[src/inc/pscr_defines.svh]
// register offsets, field positions, reset values and timing counts
`ifndef PSCR_DEFINES_SVH
`define PSCR_DEFINES_SVH
`define PSCR_ADDR_W 10
`define PSCR_OFF_SYNTH 10'h034
`define PSCR_OFF_REF_DIV 10'h035
`define PSCR_OFF_POST_DIV 10'h036
`define PSCR_OFF_FLAGS 10'h037
`define PSCR_OFF_CLKSEL 10'h039
`define PSCR_OFF_OSC 10'h2fa
`define PSCR_OFF_PROTECT 10'h2fb
`define PSCR_OFF_LOCKSIM 10'h2fd
`define PSCR_RST_SYNTH 8'h5f
`define PSCR_RST_REF_DIV 8'h00
`define PSCR_RST_POST_DIV 8'h03
`define PSCR_RST_CLKSEL 8'h80
`define PSCR_RST_OSC 8'h00
`define PSCR_RST_PROTECT 8'h00
`define PSCR_SEL_BIT 7
`define PSCR_EXT_OSC_BIT 7
`define PSCR_PROTECT_BIT 0
`define PSCR_LOCK_BIT 3
`define PSCR_QUALIFIED_BIT 0
`define PSCR_LOCK_US 100
`define PSCR_CLK_MHZ 200
`define PSCR_LOCK_CYC (`PSCR_LOCK_US * `PSCR_CLK_MHZ)
`define PSCR_QUAL_CYC 64
`define PSCR_FILT_FIXED 2'b00
`define PSCR_UNLOCK_DIV 5'h03
`endif

[src/inc/pscr_pkg.sv]
// types shared by the synthesizer configuration block
package pscr_pkg;
  typedef enum logic [1:0] {
    PSCR_ST_IDLE = 2'b00,
    PSCR_ST_SETTLE = 2'b01,
    PSCR_ST_LOCKED = 2'b10
  } pscr_state_e;
  typedef logic [7:0] pscr_byte_t;
endpackage

[src/core/pscr_settle_cnt.sv]
// settle timer: counts down a load value, flags expiry
module pscr_settle_cnt #(
  parameter int CNT_W = 16
) (
  // clock and reset
  input wire logic ref_clk_in,
  input wire logic rst_in,
  // control
  input wire logic load_in,
  input wire logic [CNT_W-1:0] value_in,
  // status
  output logic done_out
);
  if (CNT_W < 1) begin : g_bad_w
    $error("pscr_settle_cnt: counter width must be positive");
  end

  logic [CNT_W-1:0] cnt_r;
  logic [CNT_W-1:0] cnt_nxt;
  logic done_r;
  logic done_nxt;

  always_comb begin
    cnt_nxt = cnt_r;
    done_nxt = 1'b0;
    if (load_in) begin
      cnt_nxt = value_in;
    end else if (cnt_r != '0) begin
      cnt_nxt = cnt_r - 1'b1;
      done_nxt = (cnt_r == {{(CNT_W-1){1'b0}}, 1'b1});
    end
  end

  always_ff @(posedge ref_clk_in) begin
    if (rst_in) begin
      cnt_r <= '0;
      done_r <= 1'b0;
    end else begin
      cnt_r <= cnt_nxt;
      done_r <= done_nxt;
    end
  end

  assign done_out = done_r;
endmodule

[src/core/pscr_synth_cfg.sv]
// synthesizer configuration registers, lock model and divider outputs
//
// Added by the designer: the address-and-strobe port.
`include "pscr_defines.svh"

// Overview of operation
// - multiplier and reference divider writes need protect clear, loop clock selected
// - accepted multiplier or reference divider write clears lock and qualified status
// - locked oscillator runs at 2 x reference x (multiplier + 1), offset 0x34
// - reference is oscillator over (divisor + 1), or internal 1 MHz clock
// - with internal reference the filter stays at the 1-2 MHz setting
// - post divider writes need loop clock selected
// - output is oscillator over (post divisor + 1) when locked, else over 4
// - with loop clock selected bus clock is half the output clock
// - reset targets 64 MHz oscillator, post divider 3, 16 MHz out, 8 MHz bus
// - lock status reads 1 when oscillator within tolerance of target
module pscr_synth_cfg #(
  parameter int LOCK_CYC = `PSCR_LOCK_CYC,
  parameter int QUAL_CYC = `PSCR_QUAL_CYC
) (
  // clock and reset
  input wire logic ref_clk_in,
  input wire logic rst_in,
  // register port
  input wire logic [`PSCR_ADDR_W-1:0] addr_in,
  input wire logic [7:0] wdata_in,
  input wire logic wr_in,
  input wire logic rd_in,
  output logic [7:0] rdata_out,
  // oscillator status from the analog side
  input wire logic osc_running_in,
  // synthesizer settings
  output logic [5:0] loop_multiplier_out,
  output logic [1:0] osc_gain_range_out,
  output logic [3:0] ref_divisor_out,
  output logic [1:0] filter_range_out,
  output logic ref_is_ext_out,
  output logic [4:0] pll_divisor_out,
  output logic bus_from_loop_out,
  // status
  output logic lock_out,
  output logic osc_qualified_out
);
  localparam int CNT_W = $clog2(LOCK_CYC + 1);

  if (LOCK_CYC < 1 || QUAL_CYC < 1 || QUAL_CYC > LOCK_CYC) begin : g_bad_cnt
    $error("pscr_synth_cfg: bad settle counts");
  end

  pscr_pkg::pscr_byte_t synth_r;
  pscr_pkg::pscr_byte_t synth_nxt;
  pscr_pkg::pscr_byte_t ref_div_r;
  pscr_pkg::pscr_byte_t ref_div_nxt;
  pscr_pkg::pscr_byte_t post_div_r;
  pscr_pkg::pscr_byte_t post_div_nxt;
  pscr_pkg::pscr_byte_t clksel_r;
  pscr_pkg::pscr_byte_t clksel_nxt;
  pscr_pkg::pscr_byte_t osc_r;
  pscr_pkg::pscr_byte_t osc_nxt;
  pscr_pkg::pscr_byte_t protect_r;
  pscr_pkg::pscr_byte_t protect_nxt;
  pscr_pkg::pscr_byte_t rdata_r;
  pscr_pkg::pscr_byte_t rdata_nxt;
  pscr_pkg::pscr_state_e state_r;
  pscr_pkg::pscr_state_e state_nxt;
  logic lock_r;
  logic lock_nxt;
  logic upos_r;
  logic upos_nxt;
  logic [CNT_W-1:0] qual_r;
  logic [CNT_W-1:0] qual_nxt;
  logic [4:0] pdiv_r;
  logic [4:0] pdiv_nxt;
  logic [1:0] filt_r;
  logic [1:0] filt_nxt;
  logic lock_force_r;
  logic lock_force_nxt;
  logic hit_synth;
  logic hit_ref_div;
  logic hit_post_div;
  logic hit_clksel;
  logic hit_osc;
  logic hit_protect;
  logic hit_locksim;
  logic cfg_ok;
  logic sel;
  logic wr_synth;
  logic wr_ref_div;
  logic wr_post_div;
  logic wr_clksel;
  logic wr_osc;
  logic wr_protect;
  logic wr_locksim;
  logic cfg_wr;
  logic qual_run;
  logic settle_load;
  logic settle_done;

  assign hit_synth = addr_in == `PSCR_OFF_SYNTH;
  assign hit_ref_div = addr_in == `PSCR_OFF_REF_DIV;
  assign hit_post_div = addr_in == `PSCR_OFF_POST_DIV;
  assign hit_clksel = addr_in == `PSCR_OFF_CLKSEL;
  assign hit_osc = addr_in == `PSCR_OFF_OSC;
  assign hit_protect = addr_in == `PSCR_OFF_PROTECT;
  assign hit_locksim = addr_in == `PSCR_OFF_LOCKSIM;

  assign sel = clksel_r[`PSCR_SEL_BIT];
  assign cfg_ok = !protect_r[`PSCR_PROTECT_BIT] && sel;
  assign wr_synth = wr_in && hit_synth && cfg_ok;
  assign wr_ref_div = wr_in && hit_ref_div && cfg_ok;
  assign wr_post_div = wr_in && hit_post_div && sel;
  assign wr_clksel = wr_in && hit_clksel && !protect_r[`PSCR_PROTECT_BIT];
  assign wr_osc = wr_in && hit_osc && !protect_r[`PSCR_PROTECT_BIT];
  assign wr_protect = wr_in && hit_protect;
  assign wr_locksim = wr_in && hit_locksim;
  assign cfg_wr = wr_synth || wr_ref_div;

  // register writes
  always_comb begin
    synth_nxt = synth_r;
    ref_div_nxt = ref_div_r;
    post_div_nxt = post_div_r;
    clksel_nxt = clksel_r;
    osc_nxt = osc_r;
    protect_nxt = protect_r;
    lock_force_nxt = lock_force_r;
    if (wr_synth) begin
      synth_nxt = wdata_in;
    end
    if (wr_ref_div) begin
      ref_div_nxt = {wdata_in[7:6], 2'b00, wdata_in[3:0]};
    end
    if (wr_post_div) begin
      post_div_nxt = {3'b000, wdata_in[4:0]};
    end
    if (wr_clksel) begin
      clksel_nxt = {wdata_in[7], 7'h00};
    end
    if (wr_osc) begin
      osc_nxt = {wdata_in[7], 7'h00};
    end
    if (wr_protect) begin
      protect_nxt = {7'h00, wdata_in[0]};
    end
    if (wr_locksim) begin
      lock_force_nxt = wdata_in[0];
    end
  end

  // lock and oscillator qualification
  assign settle_load = (state_r == pscr_pkg::PSCR_ST_IDLE) || cfg_wr;
  // losing lock also drops the qualified status
  assign qual_run = lock_r && !lock_force_r && osc_r[`PSCR_EXT_OSC_BIT]
    && osc_running_in;

  pscr_settle_cnt #(
    .CNT_W(CNT_W)
  ) u_settle (
    .ref_clk_in(ref_clk_in),
    .rst_in(rst_in),
    .load_in(settle_load),
    .value_in(CNT_W'(LOCK_CYC)),
    .done_out(settle_done)
  );

  always_comb begin
    state_nxt = state_r;
    lock_nxt = lock_r;
    upos_nxt = upos_r;
    qual_nxt = qual_r;
    case (state_r)
      pscr_pkg::PSCR_ST_IDLE: begin
        state_nxt = pscr_pkg::PSCR_ST_SETTLE;
      end
      pscr_pkg::PSCR_ST_SETTLE: begin
        if (settle_done && !cfg_wr) begin
          state_nxt = pscr_pkg::PSCR_ST_LOCKED;
          lock_nxt = 1'b1;
        end
      end
      pscr_pkg::PSCR_ST_LOCKED: begin
        lock_nxt = 1'b1;
      end
      default: begin
        state_nxt = pscr_pkg::PSCR_ST_IDLE;
      end
    endcase
    if (lock_force_r) begin
      lock_nxt = 1'b0;
    end
    // qualification needs lock and a running oscillator
    if (qual_run) begin
      if (qual_r == CNT_W'(QUAL_CYC)) begin
        upos_nxt = 1'b1;
      end else begin
        qual_nxt = qual_r + 1'b1;
      end
    end else begin
      qual_nxt = '0;
      upos_nxt = 1'b0;
    end
    if (cfg_wr) begin
      state_nxt = pscr_pkg::PSCR_ST_SETTLE;
      lock_nxt = 1'b0;
      upos_nxt = 1'b0;
      qual_nxt = '0;
    end
  end

  // effective dividers and filter
  always_comb begin
    pdiv_nxt = lock_nxt ? post_div_nxt[4:0] : `PSCR_UNLOCK_DIV;
    filt_nxt = osc_nxt[`PSCR_EXT_OSC_BIT] ? ref_div_nxt[7:6]
      : `PSCR_FILT_FIXED;
  end

  // read data
  always_comb begin
    rdata_nxt = 8'h00;
    if (rd_in) begin
      case (addr_in)
        `PSCR_OFF_SYNTH: rdata_nxt = synth_r;
        `PSCR_OFF_REF_DIV: rdata_nxt = ref_div_r;
        `PSCR_OFF_POST_DIV: rdata_nxt = post_div_r;
        `PSCR_OFF_FLAGS: begin
          rdata_nxt[`PSCR_LOCK_BIT] = lock_r;
          rdata_nxt[`PSCR_QUALIFIED_BIT] = upos_r;
        end
        `PSCR_OFF_CLKSEL: rdata_nxt = clksel_r;
        `PSCR_OFF_OSC: rdata_nxt = osc_r;
        `PSCR_OFF_PROTECT: rdata_nxt = protect_r;
        `PSCR_OFF_LOCKSIM: rdata_nxt = {7'h00, lock_force_r};
        default: rdata_nxt = 8'h00;
      endcase
    end
  end

  // register file
  always_ff @(posedge ref_clk_in) begin
    if (rst_in) begin
      synth_r <= `PSCR_RST_SYNTH;
      ref_div_r <= `PSCR_RST_REF_DIV;
      post_div_r <= `PSCR_RST_POST_DIV;
      clksel_r <= `PSCR_RST_CLKSEL;
      osc_r <= `PSCR_RST_OSC;
      protect_r <= `PSCR_RST_PROTECT;
      lock_force_r <= 1'b0;
    end else begin
      synth_r <= synth_nxt;
      ref_div_r <= ref_div_nxt;
      post_div_r <= post_div_nxt;
      clksel_r <= clksel_nxt;
      osc_r <= osc_nxt;
      protect_r <= protect_nxt;
      lock_force_r <= lock_force_nxt;
    end
  end

  // lock state
  always_ff @(posedge ref_clk_in) begin
    if (rst_in) begin
      state_r <= pscr_pkg::PSCR_ST_IDLE;
      lock_r <= 1'b0;
      upos_r <= 1'b0;
      qual_r <= '0;
    end else begin
      state_r <= state_nxt;
      lock_r <= lock_nxt;
      upos_r <= upos_nxt;
      qual_r <= qual_nxt;
    end
  end

  // effective dividers
  always_ff @(posedge ref_clk_in) begin
    if (rst_in) begin
      pdiv_r <= `PSCR_UNLOCK_DIV;
      filt_r <= `PSCR_FILT_FIXED;
    end else begin
      pdiv_r <= pdiv_nxt;
      filt_r <= filt_nxt;
    end
  end

  // read data register
  always_ff @(posedge ref_clk_in) begin
    if (rst_in) begin
      rdata_r <= 8'h00;
    end else begin
      rdata_r <= rdata_nxt;
    end
  end

  // analog settings straight from flops
  assign rdata_out = rdata_r;
  assign loop_multiplier_out = synth_r[5:0];
  assign osc_gain_range_out = synth_r[7:6];
  assign ref_divisor_out = ref_div_r[3:0];
  assign ref_is_ext_out = osc_r[`PSCR_EXT_OSC_BIT];
  assign filter_range_out = filt_r;
  assign pll_divisor_out = pdiv_r;
  assign bus_from_loop_out = clksel_r[`PSCR_SEL_BIT];
  assign lock_out = lock_r;
  assign osc_qualified_out = upos_r;
endmodule

[config.mk]
export PLATFORM = sky130hd
export DESIGN_NAME = pscr_synth_cfg
export DESIGN_NICKNAME = d
export VERILOG_FILES = /design/src/inc/pscr_pkg.sv /design/src/core/pscr_settle_cnt.sv /design/src/core/pscr_synth_cfg.sv
export VERILOG_INCLUDE_DIRS = /design/src /design/src/inc
export SDC_FILE = /design/constraint.sdc
export NUM_CORES = 1
export LEC_CHECK = 0
export ABC_AREA = 1
export ABC_CLOCK_PERIOD_IN_PS = 1540
export BUFFER_PORTS_ARGS = -buffer_cell sky130_fd_sc_hd__buf_2
export CAP_MARGIN = 15
export CORE_MARGIN = 2
export CORE_UTILIZATION = 51
export CTS_CLUSTER_DIAMETER = 30
export DETAILED_ROUTE_END_ITERATION = 10
export HOLD_SLACK_MARGIN = 0.03
export PLACE_DENSITY = 0.76
export REMOVE_ABC_BUFFERS = 1
export SYNTH_ARGS = -nofsm -noshare
export SYNTH_HDL_FRONTEND = slang
export SYNTH_SLANG_ARGS = --single-unit
[constraint.sdc]
create_clock -name ref_clk_in -period 1.54 [get_ports ref_clk_in]
set_input_delay 0 -clock ref_clk_in [delete_from_list [all_inputs] [get_ports ref_clk_in]]
set_output_delay 0 -clock ref_clk_in [all_outputs]
set_load 0.005 [all_outputs]
* After elaboration in Yosys (flattened, before gate mapping)
Index checks and enable logic that the tools add are counted.
Storage, ports and cells: word-level logic and storage cells 92, input port bits 23, register bits 73, output and inout bits 31
Operators by class: add/sub/neg operators 2, reduce and logical (&&, ||, !) cells 34, bitwise gates (word level) 6, equality and inequality tests 15, multiplexer cells 16
Operators by type and width (number):
- $eq A10 B6 Y1 const B | 5
- $eq A10 B10 Y1 const B | 3
- $mux W15 | 2
- $pmux W4 S5 | 1
- $logic_and A1 B1 Y1 | 17
- $mux W8 | 2
- $add A15 B1 Y15 const B | 1
- $eq A15 B1 Y1 const B | 1
- $eq A15 B7 Y1 const B | 1
- $reduce_bool A15 Y1 | 1
- $sub A15 B1 Y15 const B | 1
- $pmux W2 S3 | 2
- $reduce_or A2 Y1 | 5
- $not A1 Y1 | 6
- $pmux W1 S6 | 1
- $reduce_or A3 Y1 | 2
- $mux W5 | 1
- $mux W1 | 4
- $ne A2 B2 Y1 const B | 2
- $pmux W1 S4 | 1
- $reduce_and A2 Y1 | 2
- $logic_not A1 Y1 | 3
- $ne A3 B3 Y1 const B | 1
- $eq A2 B1 Y1 const B | 1
- 6 further kinds | 7

* Depth between registers and ports, before layout
depth after elaboration 12, depth in mapped cells 11, mapped depth without buffers 11

* By module
A second synthesis with hierarchy kept.
Second synthesis, totals: cells, all modules 534, area, all modules 3857.4 sq um
Modules (own cells, without submodules):
- pscr_synth_cfg | instances 1, area each 2790.2 sq um, seq. area each 1141.1 sq um, cells each 375
- pscr_settle_cnt | instances 1, area each 1067.3 sq um, seq. area each 320.3 sq um, cells each 159

* Least setup slack after synthesis
No wires, ideal clock.
path kind reg-to-reg, start register u_settle.cnt_r[0], end register u_settle.cnt_r[1], required time 1470 ps, period minus slack after synthesis 1477 ps, setup time 70 ps, buffers on the path 0, arrival time 1408 ps, slack 63 ps, cell stages (with the launch flop) 9, path through dfxtp_1 > inv_1 > ha_1 > nand2_1 > inv_1 > nand3_2 > nor2_1 > or2_2 > a21oi_1
Between the ends: longest elaborated chain between the ends 1, elaborated cells on any way between the ends 2, those cells by class add/sub: 1; reduce/logical: 1
RTL lines:
- start: declaration | RTL line pscr_settle_cnt.sv:18 | logic [CNT_W-1:0] cnt_r;
- start signal: assignment | RTL line pscr_settle_cnt.sv:39 | cnt_r <= cnt_nxt;
- $sub A15 B1 Y15 / $reduce_bool A15 Y1 (equally long branches) | RTL line pscr_settle_cnt.sv:29, pscr_settle_cnt.sv:28
Parallel ways exist; a longest one is shown, timed or not. A chain may end at the register's enable or synchronous reset.

* Worst setup path in the final report
start register qual_r[2], end register qual_r[11]
Between the ends: longest elaborated chain between the ends 1, elaborated cells on any way between the ends 2, those cells by class add/sub: 1; eq/ne: 1
RTL lines:
- start: declaration | RTL line pscr_synth_cfg.sv:70 | logic [CNT_W-1:0] qual_r;
- start signal: assignment | RTL line pscr_synth_cfg.sv:270 | qual_r <= qual_nxt;
- $add A15 B1 Y15 / $eq A15 B7 Y1 (equally long branches) | RTL line pscr_synth_cfg.sv:196, pscr_synth_cfg.sv:193
Parallel ways exist; a longest one is shown, timed or not.

==> results.sh <==
export IMPL_maxUsedRoutingLayer="met4"
export IMPL_seq_area_frac_synth_pct=41.1
export IMPL_synth_area_leaders="dfxtp_1 41%, nand2_1 12%, nor2_1 8.0%"
export IMPL_start_kind="register"
export IMPL_slew_violations=0
export IMPL_crit_arrival_ns=1.71
export IMPL_cpPeakStageDelay_ns=0.43
export IMPL_post_route_util_pct=63.7
export IMPL_clock_path_buffers=2
export IMPL_drtIter0Drc=132
export IMPL_grt_max_degree=17
export IMPL_timing_rr_end="qual_r[11]"
export IMPL_crit_family="simple AND/OR/NAND/NOR gates"
export IMPL_leakage_nw=2.02
export IMPL_antenna_found_initial=0
export IMPL_nFillCells=608
export IMPL_holdPathEnd="protect_r[0]"
export IMPL_rr_worst_depth=5
export IMPL_wl_met2_um=3710
export IMPL_hold_path_depth=5
export IMPL_dp_hpwl_um=5760
export IMPL_numPortBuffers=53
export IMPL_grt_pass1_vias=2967
export IMPL_grt_pass1_wl_um=13100
export IMPL_crit_slowest_cell="dfxtp_1"
export IMPL_cts_max_level=3
export IMPL_die_h_um=87.5
export IMPL_drc=0
export IMPL_ant_nets=0
export IMPL_finalCriticalPeriod_ns=1.46
export IMPL_hold_start="addr_in[0]"
export IMPL_synth_top_cell_by_area="dfxtp_1"
export IMPL_cts_made_buffers=9
export IMPL_drv_cap=0
export IMPL_wl_um=7780
export IMPL_initial_core_util_pct=52.7
export IMPL_clockRootBuffer="clkbuf_8"
export IMPL_synth_warnings=0
export IMPL_syn_area_um2=3560
export IMPL_synth_ff_type="dfxtp_1"
export IMPL_routabilityCongestion=0.825
export IMPL_p_total_mw=4.00
export IMPL_synthArstFlopShare_pct=0
export IMPL_wl_per_cell_um=11.9
export IMPL_worst_pin_slew_ns=0.416
export IMPL_synth_top_cell_area_share_pct=41.1
export IMPL_clock_skew_ns=0.00872
export IMPL_outcome="completed"
export IMPL_viasPerCell=5.07
export IMPL_clock_fmax_ghz=0.684
export IMPL_endpoint_kind="register"
export IMPL_met3_length_um=378
export IMPL_max_slew_margin_pct=72.2
export IMPL_setup_violations=0
export IMPL_r2r_start="qual_r[2]"
export IMPL_die_area_um2=7660
export IMPL_synth_avg_cell_area_um2=7.22
export IMPL_area_delta_synth_final_pct=20.8
export IMPL_die_w_um=87.5
export IMPL_cts_tree="built"
export IMPL_min_path_type="in -> reg"
export IMPL_wl_met1_um=3560
export IMPL_grt_usage_pct=21.5
export IMPL_clock_sinks=73
export IMPL_path_max_fanout=5
export IMPL_overflow=0
export IMPL_nNetsFinal=601
export IMPL_fin_setup_tns_ns=0
export IMPL_synth_edf_count=0
export IMPL_rrSetupSlack_ns=0.08
export IMPL_io_pins=54
export IMPL_peakVddDrop_v=0.000756
export IMPL_vias=3325
export IMPL_synth_cells=493
export IMPL_drive_gt1_share_pct=22.6
export IMPL_firstDrtPassIters=5
export IMPL_core_area_um2=6760
export IMPL_crit_chain="nand3_1 -> nor3_4 -> nand3b_1 -> o21ai_0 -> a21oi_2"
export IMPL_crit_type="reg -> reg"
export IMPL_synthTopCellsByCount="110 x nand2_1, 76 x nor2_1, 73 x dfxtp_1"
export IMPL_yosysMostFrequentCell="nand2_1"
export IMPL_crit_cells=5
export IMPL_path_buf_inv=0
export IMPL_synth_cell_types=39
export IMPL_clkTransAtPathRegs_ns=0.09
export IMPL_insertion_delay_ns=0.36
export IMPL_required_ns=1.79
export IMPL_fp_row_count=30
export IMPL_powerDensity_nw_per_um2=930
export IMPL_post_route_period_util_pct=94.9
export IMPL_hold_viol_final=0
export IMPL_synth_seq_cells=73
export IMPL_insertedDiodeCount=0
-- cells by family after synthesis --
group                      synth area share (%)
AOI/OAI and AO/OA                          11.1
xor gates and xnor gates                   2.21
adders and majority gates                  2.46
buffers and inverters                      9.03
DFF                                        41.1
and+or+nand+nor                            34.1
-- worst max path at each step --
stage                 startpoint           endpoint  slack (ns)
6_report               qual_r[2]         qual_r[11]        0.08
5_1_grt        u_settle.cnt_r[4]  u_settle.cnt_r[4]       -0.02
4_1_cts        u_settle.cnt_r[1]  u_settle.cnt_r[1]        0.05
3_5_place_dp   u_settle.cnt_r[1]  u_settle.cnt_r[3]      -0.002
3_3_place_gp   u_settle.cnt_r[1]  u_settle.cnt_r[3]        0.08
2_1_floorplan        clksel_r[7]          qual_r[0]       0.003
-- metal layers --
metal | GRT usage [%] | vias up
met3 | 4.90 | 13
met4 | 8.25 | 0
li1 | - | 1721
met2 | 34.8 | 88
met1 | 28.1 | 1503
met5 | 0 | -
-- power breakdown --
part / leakage [nW] / total, mW / switching (mW) / internal [mW]
sequential: 0.592 / 1.98 / 0.0443 / 1.93
clock: 0.0848 / 1.43 / 0.819 / 0.611
combinational: 1.34 / 0.593 / 0.344 / 0.249
total: 2.02 / 4.00 / 1.21 / 2.79
-- stage by stage --
step	instances	worst slack, ns	hold slack, ns	area (um2)
2_1_floorplan	481	0.00349	0.0691	3470
3_3_place_gp	625	0.0798	0.228	3930
3_5_place_dp	625	-0.00217	0.231	3930
4_1_cts	655	0.0495	0.0579	4260
5_1_grt	656	-0.0217	0.133	4300
6_report	656	0.0787	0.0747	4300
-- cell usage in the layout, fill, tap and decap left out, types with 2 or more instances in the layout --
cell / n
nand2_1: 108
nor2_1: 74
dfxtp_1: 69
inv_1: 58
buf_2: 53
nand3_1: 34
a21oi_1: 30
o21ai_0: 18
dlygate4sd3_1: 14
buf_4: 11
clkbuf_8: 9
nor2_2: 8
ha_1: 7
nand2_2: 6
nand4_1: 6
xor2_1: 6
nor3_1: 5
nor2_4: 5
a21oi_2: 5
o211ai_2: 5
inv_2: 4
or2_2: 4
dfxtp_2: 4
xnor2_1: 3
a21o_1: 3
inv_6: 3
clkinvlp_4: 3
nand2_4: 2
nand3_4: 2
nand3b_1: 2
or2_0: 2
-- final cells by class --
class                   instances  area [um2]  share of cell area, %
clock inverters                 7        60.1                   1.40
clock buffers                   9         124                   2.88
repair buffers                 79         508                   11.8
inverters                      62         233                   5.41
well taps                      80         100                   2.33
flip-flops and latches         73        1470                   34.1
multi-input cells             346        1810                   42.1
-- registers in the layout, summed over array words and instances, names as in the netlist --
name and flops:
clksel_r 1, filter_range_out 2, lock_force_r 1, lock_out 1, osc_qualified_out 1, osc_r 1
pll_divisor_out 5, post_div_r 5, protect_r 1, qual_r 15, rdata_out 8, ref_div_r 6
state_r 2, synth_r 8, u_settle.cnt_r 15, u_settle.done_out 1
-- worst register-to-register path: stages, from the launching register on --
cell      delay, ns
dfxtp_1        0.43
nand3_1        0.17
nor3_4         0.23
nand3b_1       0.19
o21ai_0        0.26
a21oi_2        0.08
-- what timing repair did --
item                       CTS  global route
hold endpoints to repair    32             0
hold buffers                14             0
setup endpoints to repair    1            22
buffers inserted             0             1
gates resized for setup      1            11
Power figures use the tool's default switching activity.
